<file path="src/hdl/pds_pkg.sv">
// pds_pkg: constants and carrier types for the sleep-hold / security control block
// assumes a single 10 MHz core clock and an active-high asynchronous reset
// Function
// - 64-bit signature always readable, secured or not
// - secured part refuses verify readback and preload
// - security fuse acts immediately once programmed
// - pin keepers hold last driven level
// - sleep pin high latches outputs and state
// - undetermined outputs keep state through sleep
// - sleep ignores all inputs but sleep pin and signature access
// - hold latches stay active during sleep
// - enabled sleep pin never feeds array
// - separate configuration bit enables sleep
// - sleep disabled: shared pin is ordinary input
// - twelve inputs, ten macrocells, shared term array
// - each macrocell registered/combinational, high/low polarity
// - reset clears all macrocell registers low
// - unsecured registers accept forced high/low preload
package pds_pkg;
    // ========================================================
    // sizes
    localparam int PDS_N_IN    = 12;  // dedicated inputs, shared pin is the last
    localparam int PDS_N_MC    = 10;  // macrocells
    localparam int PDS_SIG_W   = 64;  // user signature bits
    localparam int PDS_SIG_AW  = 3;   // signature byte address
    localparam int PDS_SHARED  = 11;  // index of the shared input/sleep pin
    // reset values
    localparam logic [9:0] PDS_MC_RST = 10'h000;
    // ========================================================
    // per-macrocell configuration carrier
    typedef struct packed {
        logic [9:0] registered;  // 1: registered output, 0: combinational
        logic [9:0] act_high;    // 1: active-high output
    } pds_cfg_s;
    // programmer access request
    typedef enum logic [1:0] {
        PDS_OP_NONE    = 2'b00,
        PDS_OP_VERIFY  = 2'b01,
        PDS_OP_PRELOAD = 2'b10,
        PDS_OP_SIGRD   = 2'b11
    } pds_op_e;
endpackage

</file>
<file path="src/hdl/pds_sig_mem.sv">
// pds_sig_mem: eight-byte user signature store with registered read data
// assumes writes come from the programmer path, same clock domain
`timescale 1ns/10ps
`default_nettype none
module pds_sig_mem
    import pds_pkg::*;
(
    // clock and reset
    input  wire logic                  i_core_clk,
    input  wire logic                  i_rst,
    // write and read
    input  wire logic                  i_we,
    input  wire logic [PDS_SIG_AW-1:0] i_addr,
    input  wire logic [7:0]            i_wdata,
    output logic      [7:0]            o_rdata
);
    // ========================================================
    // storage: no security gating at all here, so the signature is always readable
    typedef struct packed {
        logic [PDS_SIG_W-1:0] mem;
        logic [7:0]           rd;
    } pds_sm_s;
    pds_sm_s st_q;  // state
    pds_sm_s st_d;  // next state

    // next-state logic
    always_comb begin
        st_d = st_q;
        if (i_we) begin
            st_d.mem[i_addr*8 +: 8] = i_wdata;
        end
        st_d.rd = st_q.mem[i_addr*8 +: 8];
    end

    // register
    always_ff @(posedge i_core_clk or posedge i_rst) begin
        if (i_rst) begin
            st_q <= '0;
        end else begin
            st_q <= st_d;
        end
    end

    assign o_rdata = st_q.rd;
endmodule
`default_nettype wire

</file>
<file path="src/hdl/pds_ctrl.sv">
// pds_ctrl: sleep-hold pin control, security gating of verify and preload,
// pin keepers and the ten macrocell output stages around a term array input
// assumes pins are asynchronous (double-synchronised here) and the product-term
// array sits outside, feeding i_term and reading o_array_in
`timescale 1ns/10ps
`default_nettype none
module pds_ctrl
    import pds_pkg::*;
(
    // clock and reset
    input  wire logic                  i_core_clk,
    input  wire logic                  i_rst,
    // pins
    input  wire logic [PDS_N_IN-1:0]   i_in_pin,     // dedicated inputs, bit 11 shared
    input  wire logic [PDS_N_IN-1:0]   i_in_drv,     // 1 while board drives the input
    input  wire logic [PDS_N_MC-1:0]   i_io_pin,     // io pin level seen from board
    input  wire logic [PDS_N_MC-1:0]   i_io_drv,     // 1 while board drives an io pin
    // term array interface
    input  wire logic [PDS_N_MC-1:0]   i_term,       // sum-of-products per macrocell
    input  wire logic [PDS_N_MC-1:0]   i_oe_term,    // output enable per macrocell
    output logic      [PDS_N_IN-1:0]   o_array_in,   // kept inputs into the array
    output logic      [PDS_N_MC-1:0]   o_feedback,   // buried register feedback
    output logic      [PDS_N_MC-1:0]   o_io_out,
    output logic      [PDS_N_MC-1:0]   o_io_oe,
    output logic      [PDS_N_MC-1:0]   o_io_keep,    // keeper level on io pins
    // configuration
    input  wire logic                  i_sleep_en,   // dedicated sleep-enable bit
    input  wire pds_cfg_s              i_cfg,
    input  wire logic                  i_secure,     // security fuse state
    // programmer access
    input  wire pds_op_e               i_op,
    input  wire logic [PDS_N_MC-1:0]   i_pre_val,
    input  wire logic [PDS_SIG_AW-1:0] i_sig_addr,
    input  wire logic                  i_sig_we,
    input  wire logic [7:0]            i_sig_wdata,
    output logic      [7:0]            o_sig_rdata,
    output logic      [PDS_N_MC-1:0]   o_verify_data,
    output logic                       o_refused,    // one-cycle pulse
    output logic                       o_sleeping
);
    // ========================================================
    // state record
    typedef struct packed {
        logic [PDS_N_IN-1:0] in_s1;    // first sync stage, read only by in_s2
        logic [PDS_N_IN-1:0] in_s2;
        logic [PDS_N_MC-1:0] io_s1;
        logic [PDS_N_MC-1:0] io_s2;
        logic [PDS_N_IN-1:0] drv_s1;
        logic [PDS_N_IN-1:0] drv_s2;
        logic [PDS_N_MC-1:0] iod_s1;
        logic [PDS_N_MC-1:0] iod_s2;
        logic [PDS_N_IN-1:0] in_keep;  // keeper latch per input
        logic [PDS_N_MC-1:0] io_keep;  // keeper latch per io
        logic [PDS_N_MC-1:0] mc;       // macrocell registers
        logic [PDS_N_MC-1:0] out;
        logic [PDS_N_MC-1:0] oe;
        logic [PDS_N_IN-1:0] arr;
        logic [PDS_N_MC-1:0] vfy;
        logic                refused;
        logic                sleeping;
    } pds_st_s;
    pds_st_s st_q;  // state
    pds_st_s st_d;  // next state
    logic    sleep_now;  // sleep requested by synchronised shared pin

    // ========================================================
    // signature store, never gated by the fuse
    pds_sig_mem u_sig (
        .i_core_clk (i_core_clk),
        .i_rst      (i_rst),
        .i_we       (i_sig_we),
        .i_addr     (i_sig_addr),
        .i_wdata    (i_sig_wdata),
        .o_rdata    (o_sig_rdata)
    );

    // sleep only when enabled; the pin alone does nothing otherwise
    assign sleep_now = i_sleep_en & st_q.in_s2[PDS_SHARED];

    // ========================================================
    // next-state logic
    always_comb begin
        st_d = st_q;
        // synchronisers always run; the sleep pin must stay visible
        st_d.in_s1  = i_in_pin;
        st_d.in_s2  = st_q.in_s1;
        st_d.io_s1  = i_io_pin;
        st_d.io_s2  = st_q.io_s1;
        st_d.drv_s1 = i_in_drv;
        st_d.drv_s2 = st_q.drv_s1;
        st_d.iod_s1 = i_io_drv;
        st_d.iod_s2 = st_q.iod_s1;
        st_d.refused = 1'b0;
        st_d.sleeping = sleep_now;
        if (!sleep_now) begin
            // keepers follow driven pins only, undriven pins keep last level
            for (int i = 0; i < PDS_N_IN; i++) begin
                if (st_q.drv_s2[i]) begin
                    st_d.in_keep[i] = st_q.in_s2[i];
                end
            end
            for (int j = 0; j < PDS_N_MC; j++) begin
                if (st_q.iod_s2[j]) begin
                    st_d.io_keep[j] = st_q.io_s2[j];
                end
                // four output choices per macrocell
                st_d.out[j] = (i_cfg.registered[j] ? st_q.mc[j] : i_term[j])
                              ^ ~i_cfg.act_high[j];
                st_d.oe[j]  = i_oe_term[j];
            end
            // registers advance from whatever they held; no reset on wake
            st_d.mc = i_term;
            st_d.arr = st_q.in_keep;
            // shared pin is not an array input when sleep is enabled
            if (i_sleep_en) begin
                st_d.arr[PDS_SHARED] = 1'b0;
            end
            // programmer operations
            unique case (i_op)
                PDS_OP_VERIFY: begin
                    if (i_secure) begin
                        st_d.refused = 1'b1;
                        st_d.vfy = '0;
                    end else begin
                        st_d.vfy = st_q.mc;
                    end
                end
                PDS_OP_PRELOAD: begin
                    if (i_secure) begin
                        st_d.refused = 1'b1;
                    end else begin
                        st_d.mc = i_pre_val;
                    end
                end
                PDS_OP_SIGRD: begin
                    st_d.vfy = st_q.vfy;
                end
                PDS_OP_NONE: begin
                    st_d.vfy = st_q.vfy;
                end
            endcase
        end
        // while asleep every field set in the branch above holds, keepers included, except refused, which clears to 0
    end

    // register; registers clear low at reset, outputs then follow polarity
    always_ff @(posedge i_core_clk or posedge i_rst) begin
        if (i_rst) begin
            st_q <= '0;
        end else begin
            st_q <= st_d;
        end
    end

    // ========================================================
    // outputs straight from the state record
    assign o_array_in    = st_q.arr;
    assign o_feedback    = st_q.mc;
    assign o_io_out      = st_q.out;
    assign o_io_oe       = st_q.oe;
    assign o_io_keep     = st_q.io_keep;
    assign o_verify_data = st_q.vfy;
    assign o_refused     = st_q.refused;
    assign o_sleeping    = st_q.sleeping;
endmodule
`default_nettype wire

</file>
<file path="config.mk">
export PLATFORM = sky130hd
export DESIGN_NAME = pds_ctrl
export DESIGN_NICKNAME = d
export VERILOG_FILES = /design/src/hdl/pds_pkg.sv /design/src/hdl/pds_sig_mem.sv /design/src/hdl/pds_ctrl.sv
export SDC_FILE = /design/constraint.sdc
export NUM_CORES = 1
export LEC_CHECK = 0
export ABC_AREA = 1
export BUFFER_PORTS_ARGS = -buffer_cell sky130_fd_sc_hd__clkbuf_2
export CAP_MARGIN = 20
export CORE_MARGIN = 2
export CORE_UTILIZATION = 43
export CTS_CLUSTER_SIZE = 25
export DETAILED_ROUTE_END_ITERATION = 10
export PLACE_DENSITY_LB_ADDON = 0.12
export SYNTH_ARGS = -nofsm -noshare
export SYNTH_HDL_FRONTEND = slang
export SYNTH_HIERARCHICAL = 1
export SYNTH_SLANG_ARGS = --single-unit
export TNS_END_PERCENT = 5
</file>
<file path="constraint.sdc">
create_clock -name i_core_clk -period 8.6 [get_ports i_core_clk]
set_clock_uncertainty 0.05 [all_clocks]
set_input_delay 1.72 -clock i_core_clk [delete_from_list [all_inputs] [get_ports i_core_clk]]
set_output_delay 1.72 -clock i_core_clk [all_outputs]
set_load 0.01 [all_outputs]
</file>
==> results of run 1 <==
-- worst max-delay path by stage --
stage / start / to / slack (ns) / cells after the start
4_1_cts: i_sig_addr[0] / u_sig/st_q[11]$_DFFE_PP0P_ / 3.88 / 9
2_1_floorplan: i_rst / o_array_in[0]$_DFFE_PP0N_ / 2.40 / 1
3_3_place_gp: i_sig_addr[0] / u_sig/st_q[10]$_DFFE_PP0P_ / 3.34 / 9
6_report: i_sig_addr[0] / u_sig/st_q[8]$_DFFE_PP0P_ / 3.81 / 9
5_1_grt: i_sig_addr[0] / u_sig/st_q[12]$_DFFE_PP0P_ / 3.50 / 9
3_5_place_dp: i_sig_addr[0] / u_sig/st_q[11]$_DFFE_PP0P_ / 3.32 / 9
-- cell type report --
class                           instances  area, µm²
Clock buffer                           32        702
Clock inverter                         14        204
Fill cell                            2285      11700
Inverter                              134        513
Multi-Input combinational cell        662       2950
Sequential cell                       236       5910
Tap cell                              319        399
Timing Repair Buffer                  186        938
-- cells in the final DEF, fill, tap and decap left out --
| cell type | n |
|---|---|
| clkbuf_16 | 25 |
| clkinvlp_4 | 2 |
| nor3_1 | 1 |
| nor3_2 | 1 |
| o21ai_0 | 59 |
| nand2_1 | 416 |
| nand4_1 | 24 |
| clkbuf_8 | 5 |
| buf_4 | 3 |
| nor2_1 | 9 |
| o21ai_1 | 10 |
| clkbuf_2 | 183 |
| nand3_1 | 119 |
| clkinv_2 | 6 |
| bufinv_16 | 5 |
| nor2_2 | 3 |
| nand3_2 | 5 |
| inv_1 | 129 |
| nor2_4 | 1 |
| nand2_4 | 2 |
| inv_6 | 2 |
| dfrtp_1 | 236 |
| nand2_2 | 2 |
| nor2_8 | 1 |
| clkinv_4 | 1 |
| inv_2 | 3 |
| ha_1 | 8 |
| clkbuf_1 | 2 |
| nand3_4 | 1 |
-- metrics by stage --
stage               std cells  cell area, µm²  util, %  hold slack [ns]  power, µW
global placement         1537           10700     45.9            0.281       1580
finish                   1583           11600     49.8            0.293       2730
global route             1583           11600     49.8            0.297       2870
CTS                      1583           11600     49.8            0.298       2770
floorplan                1145           10100        -            0.281       1520
detailed placement       1537           10700     45.9            0.285       1590
-- flip-flops by register name, indices dropped and copies added, names as in the netlist --
signal	cells
o_array_in	12
o_io_oe	10
st_q	56
o_io_out	10
o_sleeping	1
o_io_keep	10
u_sig/st_q	64
o_verify_data	10
o_feedback	10
st_d	44
o_refused	1
u_sig/o_rdata	8
-- power by group through the flow --
stage	registers (µW)	logic, µW	clock network (µW)
floorplan	1270	250	0
global placement	1280	305	0
detailed placement	1280	309	0
CTS	1260	310	1200
global route	1270	352	1250
finish	1260	306	1160
-- worst reg2reg max path, cell delays in order, from the launching register on --
cell and delay [ns]:
dfrtp_1 0.40, nand2_4 0.28, buf_4 0.61, inv_2 0.51, nand2_1 0.19, nand2_1 0.07
-- cells by family after synthesis --
logic type                 synth area share (%)
and+or+nand+nor                            24.7
AOI/OAI and AO/OA                          3.41
buffers and inverters                      12.7
adders and majority gates                 0.987
DFF                                        58.2
-- metal layers --
| metal | track usage [%] | part of all wire, % | vias to the layer above |
|---|---|---|---|
| met2 | 27.7 | 44 | 219 |
| met1 | 26.7 | 47 | 3516 |
| met5 | 0 | 0 | - |
| met3 | 3.25 | 6.3 | 29 |
| met4 | 4.85 | 2.2 | 0 |
| li1 | - | - | 3683 |
==> impl_metrics.csv, run 1 <==
group,metric,value,unit
synthesis,synth_fp_nets,1265,
worst_setup_path,crit_family,"buffers and inverters",
clocking,post_cts_buffers,0,
route,finalWirelength,22400,µm
power_and_ir_drop,switchingPower,685,µW
floorplan,core_area,23300,µm²
placement,io_buffers,183,
layout,n_antenna_cell,0,
hold_path,min_from,"st_d[81]$_DFF_PP0_",
worst_setup_path,crit_type,"in2reg",
clocking,cts_root_buf,"clkbuf_16",
worst_setup_path,critPathMaxFanout,52,
timing,slew_violations,0,
synthesis,synthFlopType,"dfrtp_1",
timing,fin_crit,4.79,ns
floorplan,start_util,43.5,%
synthesis,synth_commonest_cells,"nand2_1 (416), dfrtp_1 (236), inv_1 (131)",
route,antenna_left,0,
layout,drive_gt1_share,19.9,%
power_and_ir_drop,max-vdd-ir-drop,0.177,mV
power_and_ir_drop,p_per_area,235,nW/µm²
timing,max_slew.worst_pin.slew,1.03,ns
synthesis,synth_area_leader_cell,"dfrtp_1",
synthesis,synth.most_common_cell,"nand2_1",
hold_path,min_path_cells,0,
route,drt_pass1_iterations,5,
global_route,grt_pass1_wl,35600,µm
clocking,clock_latency,0.52,ns
worst_setup_path,timing.rr.end,"o_io_oe[6]$_DFFE_PP0N_",
placement,pre_cts_ws,3.32,ns
timing,setup_viol,0,
route,drc,0,
floorplan,fp.dieH,158,µm
hold_path,worst_hold_path_type,"reg2reg",
timing,fmax,209,MHz
timing,rsz0062_at_grt,"no",
power_and_ir_drop,p_leak,0.00622,µW
synthesis,ys_top_cells_by_area,"dfrtp_1 (58%), nand2_1 (15%), nand3_1 (5.9%)",
floorplan,io_pins,184,
clocking,clkTransAtPathRegs,0.06,ns
route,drtIter0Drc,512,
synthesis,synthArstFlopShare,100,%
clocking,cts_buffers,25,
power_and_ir_drop,p_sw_share,25.1,%
worst_setup_path,critPathLaunchType,"input port",
worst_setup_path,crit_path_end_kind,"flip-flop",
synthesis,synth_area,10100,µm²
synthesis,ys_seq_area_share,58.3,%
power_and_ir_drop,intPower,2050,µW
layout,area_delta_synth_final,14.6,%
timing,fin_tns_setup,0,ns
worst_setup_path,reg2reg_slack,6.37,ns
route,vias,7447,
run,drv_cap,0,
timing,hold_violations,0,
synthesis,synth_edf_count,0,
synthesis,ys_ff_latch,236,
worst_setup_path,crit_arrival,5.15,ns
route,avgRoutedWirePerCell,14.2,µm
synthesis,ys_warn_count,6,
worst_setup_path,r2r.worst_path.cells,5,
clocking,cts_tree,"yes",
clocking,cts_buffer_depth,3,
global_route,grt-ovfl-total,0,
timing,finalCritPeriodShare,55.7,%
worst_setup_path,cpMostUsedCell,"nand2_1",
worst_setup_path,critPathMaxStageDelay,0.88,ns
power_and_ir_drop,p_seq_share,46.2,%
global_route,grt_pass1_vias,6728,
floorplan,die_area,24800,µm²
hold_path,whs_endpoint,"st_q[81]$_DFF_PP0_",
timing,worst_slack,3.81,ns
clocking,cts_hold_buf,0,
floorplan,die_w,158,µm
worst_setup_path,r2r_start,"st_q[151]$_DFF_PP0_",
clocking,clock_sinks,236,
power_and_ir_drop,clkPwrFrac,42.6,%
power_and_ir_drop,p_comb_share,11.2,%
placement,dpl.hpwl,14800,µm
clocking,htreeDepth,1,
synthesis,synth_top_area_share,58.3,%
run_status,status,"complete, no violations",
global_route,grtUsageTotal,18.1,%
synthesis,avgSynthCellArea,8.85,µm²
global_route,grt_max_degree,92,
worst_setup_path,crit_slowest_cell,"ha_1",
synthesis,synth_cells,1145,
worst_setup_path,worst-path-buf-inv,3,
global_route,antenna_found_initial,1,
placement,place_congestion,0.839,
layout,final_nets,1365,
floorplan,num_rows,56,
worst_setup_path,crit_chain,"clkbuf_2, inv_2, ha_1, clkinv_4, nand2_1, nor2_2, nand2_2, nand2_1, nand2_1",
clocking,cts-resized-gates,0,
timing,relSlewSlack,31.2,%
route,viasPerCell,4.70,
synthesis,yosysUniqueCellTypes,25,
worst_setup_path,required,8.96,ns
Power figures use the tool's default switching activity.
==> run 2, diff against run 1 <==
==> constraint.sdc (replaced) <==
create_clock -name i_core_clk -period 5 [get_ports i_core_clk]
set_clock_uncertainty 0.05 [all_clocks]
set_input_delay 1 -clock i_core_clk [delete_from_list [all_inputs] [get_ports i_core_clk]]
set_output_delay 1 -clock i_core_clk [all_outputs]
set_load 0.01 [all_outputs]
==> run 2 against run 1 <==
  * Clock-buffer cell count increased by 5
  * Combinational power increased by 74%
  * Largest power group unchanged
  * Clock power increased by 58%
  * Cell area decreased by 0.38%
  * Total power increased by 66%
  * Register-to-register slack got worse by 3.3 ns
  * Largest cell class unchanged
  * Wire length increased by 0.38%
==> impl_metrics.csv, run 2 (synthesis results as in run 1) <==
group,metric,value,unit
power_and_ir_drop,p_sw_share,25.5,%
timing,hold_violations,0,
route,drc,0,
worst_setup_path,cpMostUsedCell,"nand2_1",
clocking,cts_hold_buf,0,
placement,place_congestion,0.851,
floorplan,io_pins,184,
layout,largest_reg_flops,64,
timing,finalCritPeriodShare,66.7,%
clocking,clock_sinks,236,
clocking,htreeDepth,1,
run_status,status,"complete, no violations",
route,viasPerCell,4.68,
clocking,cts_buffers,26,
clocking,clock_latency,0.52,ns
worst_setup_path,setup.worst_path.start,"i_sig_addr[1]",
clocking,cts-resized-gates,0,
worst_setup_path,crit_type,"in2reg",
layout,final_nets,1369,
floorplan,fp.dieH,158,µm
route,finalWirelength,22500,µm
global_route,grt_pass1_wl,36200,µm
global_route,grtUsageTotal,18.4,%
timing,relSlewSlack,33.1,%
timing,slew_violations,0,
worst_setup_path,crit_chain,"clkbuf_2, inv_1, ha_1, clkinv_4, nand2_1, nor2_2, nand2_2, nand2_1, nand2_1",
layout,n_antenna_cell,0,
layout,final_cell_mix,"nand2_1 (416), dfrtp_1 (236), clkbuf_2 (183)",
layout,multi_input_area,2950,µm²
placement,dpl.hpwl,15400,µm
placement,io_buffers,183,
worst_setup_path,critPathLaunchType,"input port",
timing,max_slew.worst_pin.slew,1.00,ns
worst_setup_path,crit_arrival,3.69,ns
worst_setup_path,required,5.35,ns
timing,setup_viol,0,
route,drt_pass1_iterations,5,
route,antenna_left,0,
layout,regMostFlops,"u_sig/st_q",
clocking,post_cts_buffers,0,
worst_setup_path,critPathMaxFanout,25,
run,drv_cap,0,
hold_path,worst_hold_path_type,"reg2reg",
worst_setup_path,crit_slowest_cell,"ha_1",
timing,fin_tns_setup,0,ns
placement,placedInstanceArea,10700,µm²
layout,final_common_cell,"nand2_1",
worst_setup_path,r2r_start,"st_q[151]$_DFF_PP0_",
timing,fmax,300,MHz
route,avgRoutedWirePerCell,14.2,µm
route,vias,7409,
power_and_ir_drop,p_leak,0.00619,µW
power_and_ir_drop,p_comb_share,11.7,%
power_and_ir_drop,power,4530,µW
clocking,clkTransAtPathRegs,0.06,ns
power_and_ir_drop,clkPwrFrac,40.4,%
power_and_ir_drop,p_seq_share,47.8,%
layout,drive_gt1_share,19.7,%
timing,fin_crit,3.34,ns
layout,seq_area,5910,µm²
global_route,grt_max_degree,111,
clocking,cts_tree,"yes",
floorplan,start_util,43.5,%
power_and_ir_drop,p_per_area,392,nW/µm²
power_and_ir_drop,max-vdd-ir-drop,0.297,mV
layout,area_delta_synth_final,14.1,%
floorplan,core_area,23300,µm²
floorplan,die_w,158,µm
layout,final_area,11600,µm²
floorplan,num_rows,56,
clocking,cts_buffer_depth,3,
floorplan,die_area,24800,µm²
power_and_ir_drop,switchingPower,1160,µW
clocking,cts_root_buf,"clkbuf_16",
hold_path,min_from,"st_d[79]$_DFF_PP0_",
global_route,antenna_found_initial,1,
worst_setup_path,critPathMaxStageDelay,0.77,ns
route,drtIter0Drc,544,
layout,n_fill_cell,2270,
timing,rsz0062_at_grt,"no",
worst_setup_path,crit_path_end_kind,"flip-flop",
power_and_ir_drop,intPower,3380,µW
global_route,grt-ovfl-total,0,
global_route,grt_pass1_vias,6912,
run 2: changes by cell type in the layout (fill, tap and decap cells not counted):
| cell | previous run | this run |
|---|---|---|
| inv_6 | 2 | 0 |
| clkbuf_16 | 25 | 27 |
| buf_4 | 3 | 5 |
| clkinvlp_4 | 2 | 3 |
| bufinv_16 | 5 | 1 |
| buf_12 | 0 | 1 |
| clkinv_2 | 6 | 4 |
| clkbuf_1 | 2 | 5 |
run 2: power groups by stage:
stage | logic (µW) | registers [µW] | clock network (µW)
final | 531 | 2170 | 1830
after floorplan | 430 | 2180 | 0
after detailed placement | 537 | 2200 | 0
after CTS | 539 | 2170 | 1900
after global placement | 531 | 2200 | 0
after global routing | 611 | 2190 | 1970
run 2: path summary, 6_finish.rpt:
check / depth (start not counted) / slack [ns] / end
max in group asynchronous: 3 / 3.35 / u_sig/st_q[10]$_DFFE_PP0P_
worst min-delay path: 0 / 0.30 / st_q[79]$_DFF_PP0_
worst min register to register: 0 / 0.30 / st_q[79]$_DFF_PP0_
min in group asynchronous: 2 / 0.55 / u_sig/o_rdata[1]$_DFF_PP0_
worst max register to register: 4 / 3.07 / o_verify_data[9]$_DFFE_PP0P_
worst max-delay path: 9 / 1.66 / u_sig/st_q[15]$_DFFE_PP0P_
run 2: layer usage:
metal	wire length (µm)	vias up	GRT usage [%]
met5	12	-	0
met4	407	2	4.42
met3	1360	36	3.44
met2	10000	205	28.2
met1	10700	3474	27.1
li1	-	3692	-
run 2: worst max-delay path: cells and delay by family:
| family | cells | cell delay (ns) |
|---|---|---|
| adders and majority gates | 1 | 0.77 |
| buffers and inverters | 3 | 0.99 |
| and+or+nand+nor | 5 | 0.90 |
run 2: area by class of cell:
type	instances	area share, %
Clock inverter	7	0.562
Multi-Input combinational cell	662	25.5
Sequential cell	236	51.0
Timing Repair Buffer	189	8.41
Clock buffer	37	6.60
Tap cell	319	3.45
Inverter	134	4.42
run 2: stage by stage:
stage | utilization (%) | std cells | hold WS [ns] | worst slack (ns)
2_1_floorplan | - | 1145 | 0.281 | 1.87
3_3_place_gp | 46.0 | 1540 | 0.281 | 1.20
3_5_place_dp | 46.0 | 1540 | 0.285 | 1.15
4_1_cts | 49.6 | 1584 | 0.297 | 1.69
5_1_grt | 49.6 | 1584 | 0.304 | 1.45
6_report | 49.6 | 1584 | 0.296 | 1.66
==> run 3, diff against run 2 <==
==> constraint.sdc (replaced) <==
create_clock -name i_core_clk -period 3.5 [get_ports i_core_clk]
set_clock_uncertainty 0.05 [all_clocks]
set_input_delay 0.7 -clock i_core_clk [delete_from_list [all_inputs] [get_ports i_core_clk]]
set_output_delay 0.7 -clock i_core_clk [all_outputs]
set_load 0.01 [all_outputs]
==> run 3 against run 2 <==
  * Utilization is 0.70 points higher
  * Worst setup slack worse by 0.40 ns
  * Total power is 48% higher
  * Sequential power is 43% higher
  * Via count is 0.67% lower
  * Critical path depth is 1 higher
  * Largest cell class unchanged
  * Critical path type unchanged
  * Hold slack worse by 0.24 ns
  * Final cell count is 0.63% higher
  * Global-route usage is 0.12 points higher
  * Wire length is 2.0% higher
  * Die area stayed put
==> impl_metrics.csv, run 3 (synthesis results as in run 1) <==
group,metric,value,unit
timing,max_slew.worst_pin.slew,0.812,ns
placement,placedInstanceArea,10800,µm²
timing,fin_crit,2.23,ns
global_route,met3_usage,2.84,%
timing,fin_tns_setup,0,ns
layout,largest_reg_flops,64,
layout,final_nets,1375,
route,drtIter0Drc,487,
global_route,grt_pass1_wl,36000,µm
worst_setup_path,crit_family,"simple AND/OR/NAND/NOR gates",
placement,io_buffers,183,
power_and_ir_drop,p_leak,0.00625,µW
timing,finalCritPeriodShare,63.8,%
layout,final_cell_mix,"nand2_1 (416), dfrtp_1 (236), clkbuf_2 (183)",
worst_setup_path,crit_chain,"clkbuf_2, inv_1, ha_1, ha_1, inv_1, nand2_1, nor2_2, nand2_2, nand2_1, nand2_1",
global_route,grt-busiest-layer,"met2",
worst_setup_path,crit_arrival,2.59,ns
layout,regMostFlops,"u_sig/st_q",
global_route,use_met1,26.8,%
power_and_ir_drop,clkPwrFrac,42.2,%
layout,n_fill_cell,2284,
layout,n_antenna_cell,0,
clocking,cts_buffers,26,
timing,fmax,448,MHz
power_and_ir_drop,p_sw_share,25.8,%
worst_setup_path,crit_path_end_kind,"flip-flop",
timing,slew_violations,0,
floorplan,die_w,158,µm
clocking,clock_sinks,236,
route,drt_pass1_iterations,5,
hold_path,worst_hold_path_type,"in2async",
power_and_ir_drop,p_per_area,571,nW/µm²
global_route,met2_usage,29.0,%
route,finalWirelength,22900,µm
worst_setup_path,required,3.86,ns
route,antenna_left,0,
global_route,grt_max_degree,64,
floorplan,die_area,24800,µm²
route,vias,7359,
clocking,cts-resized-gates,0,
layout,final_area,11700,µm²
layout,area_delta_synth_final,15.7,%
worst_setup_path,critPathLaunchType,"input port",
placement,place_congestion,0.919,
floorplan,io_pins,184,
route,drc,0,
worst_setup_path,crit_slowest_cell,"clkbuf_2",
worst_setup_path,cpMostUsedCell,"nand2_1",
global_route,grt_pass1_vias,6908,
worst_setup_path,critPathMaxStageDelay,0.40,ns
timing,hold_violations,0,
worst_setup_path,reg2reg_slack,1.60,ns
global_route,antenna_found_initial,0,
placement,dpl.hpwl,15600,µm
run,drv_cap,0,
timing,relSlewSlack,45.7,%
power_and_ir_drop,max-vdd-ir-drop,0.433,mV
clocking,cts_hold_buf,0,
timing,rsz0062_at_grt,"no",
clocking,cts_root_buf,"clkbuf_16",
worst_setup_path,worst-path-buf-inv,3,
worst_setup_path,critPathMaxFanout,18,
floorplan,start_util,43.5,%
clocking,clock_latency,0.52,ns
floorplan,num_rows,56,
clocking,htreeDepth,1,
clocking,clkTransAtPathRegs,0.06,ns
worst_setup_path,crit_type,"in2reg",
run_status,status,"complete, no violations",
clocking,cts_tree,"yes",
power_and_ir_drop,switchingPower,1730,µW
route,avgRoutedWirePerCell,14.4,µm
power_and_ir_drop,p_seq_share,46.3,%
floorplan,core_area,23300,µm²
timing,hold_slack,0.0516,ns
global_route,grtUsageTotal,18.5,%
clocking,cts_buffer_depth,3,
route,viasPerCell,4.62,
clocking,post_cts_buffers,0,
floorplan,fp.dieH,158,µm
timing,setup_viol,0,
layout,drive_gt1_share,20.5,%
power_and_ir_drop,p_comb_share,11.5,%
global_route,grt-ovfl-total,0,
power_and_ir_drop,intPower,4970,µW
layout,final_common_cell,"nand2_1",
run 3: cell types whose count changed in the layout (fill, tap and decap cells not counted), sizes merged:
cell / previous run / this run
buf: 6 / 12
bufinv: 1 / 3
clkbuf: 220 / 216
clkinvlp: 3 / 9
run 3: power by group through the flow:
stage	Clock, µW	Combinational [µW]	Sequential [µW]
final	2830	773	3100
after global routing	3030	886	3130
after CTS	2910	784	3100
after detailed placement	0	781	3150
after global placement	0	767	3140
after floorplan	0	614	3110
run 3: per-layer routing:
metal  vias to the layer above  routed length [µm]
met4                         0                 485
li1                       3709                   -
met2                       184               10300
met1                      3425               10700
met5                         -                   0
met3                        41                1410
run 3: path summary, 6_finish.rpt:
path | start | endpoint | cells past startpoint
min in group i_core_clk | i_in_drv[0] | st_d[96]$_DFF_PP0_ | 1
max reg2reg | st_q[151]$_DFF_PP0_ | o_verify_data[6]$_DFFE_PP0P_ | 3
max | i_sig_addr[1] | u_sig/st_q[14]$_DFFE_PP0P_ | 10
min | i_rst | u_sig/o_rdata[0]$_DFF_PP0_ | 2
max in group asynchronous | i_rst | st_d[83]$_DFF_PP0_ | 3
min reg2reg | st_d[146]$_DFF_PP0_ | st_q[146]$_DFF_PP0_ | 0
run 3: layout make-up:
| type | count | area [µm²] | share of cell area, % |
|---|---|---|---|
| inverters | 134 | 512 | 4.36 |
| clock buffers | 33 | 738 | 6.29 |
| clock inverters | 15 | 170 | 1.45 |
| flip-flops and latches | 236 | 5910 | 50.3 |
| well taps | 319 | 399 | 3.40 |
| multi-input cells | 662 | 2950 | 25.2 |
| repair buffers | 195 | 1060 | 9.00 |
run 3: metrics by stage:
step / util, % / worst slack, ns / cells / power, µW
finish: 50.3 / 1.27 / 1594 / 6700
detailed placement: 46.3 / 0.758 / 1545 / 3930
floorplan: - / 0.665 / 1145 / 3730
global route: 50.3 / 1.13 / 1594 / 7050
global placement: 46.3 / 0.805 / 1545 / 3910
CTS: 50.2 / 1.32 / 1593 / 6790
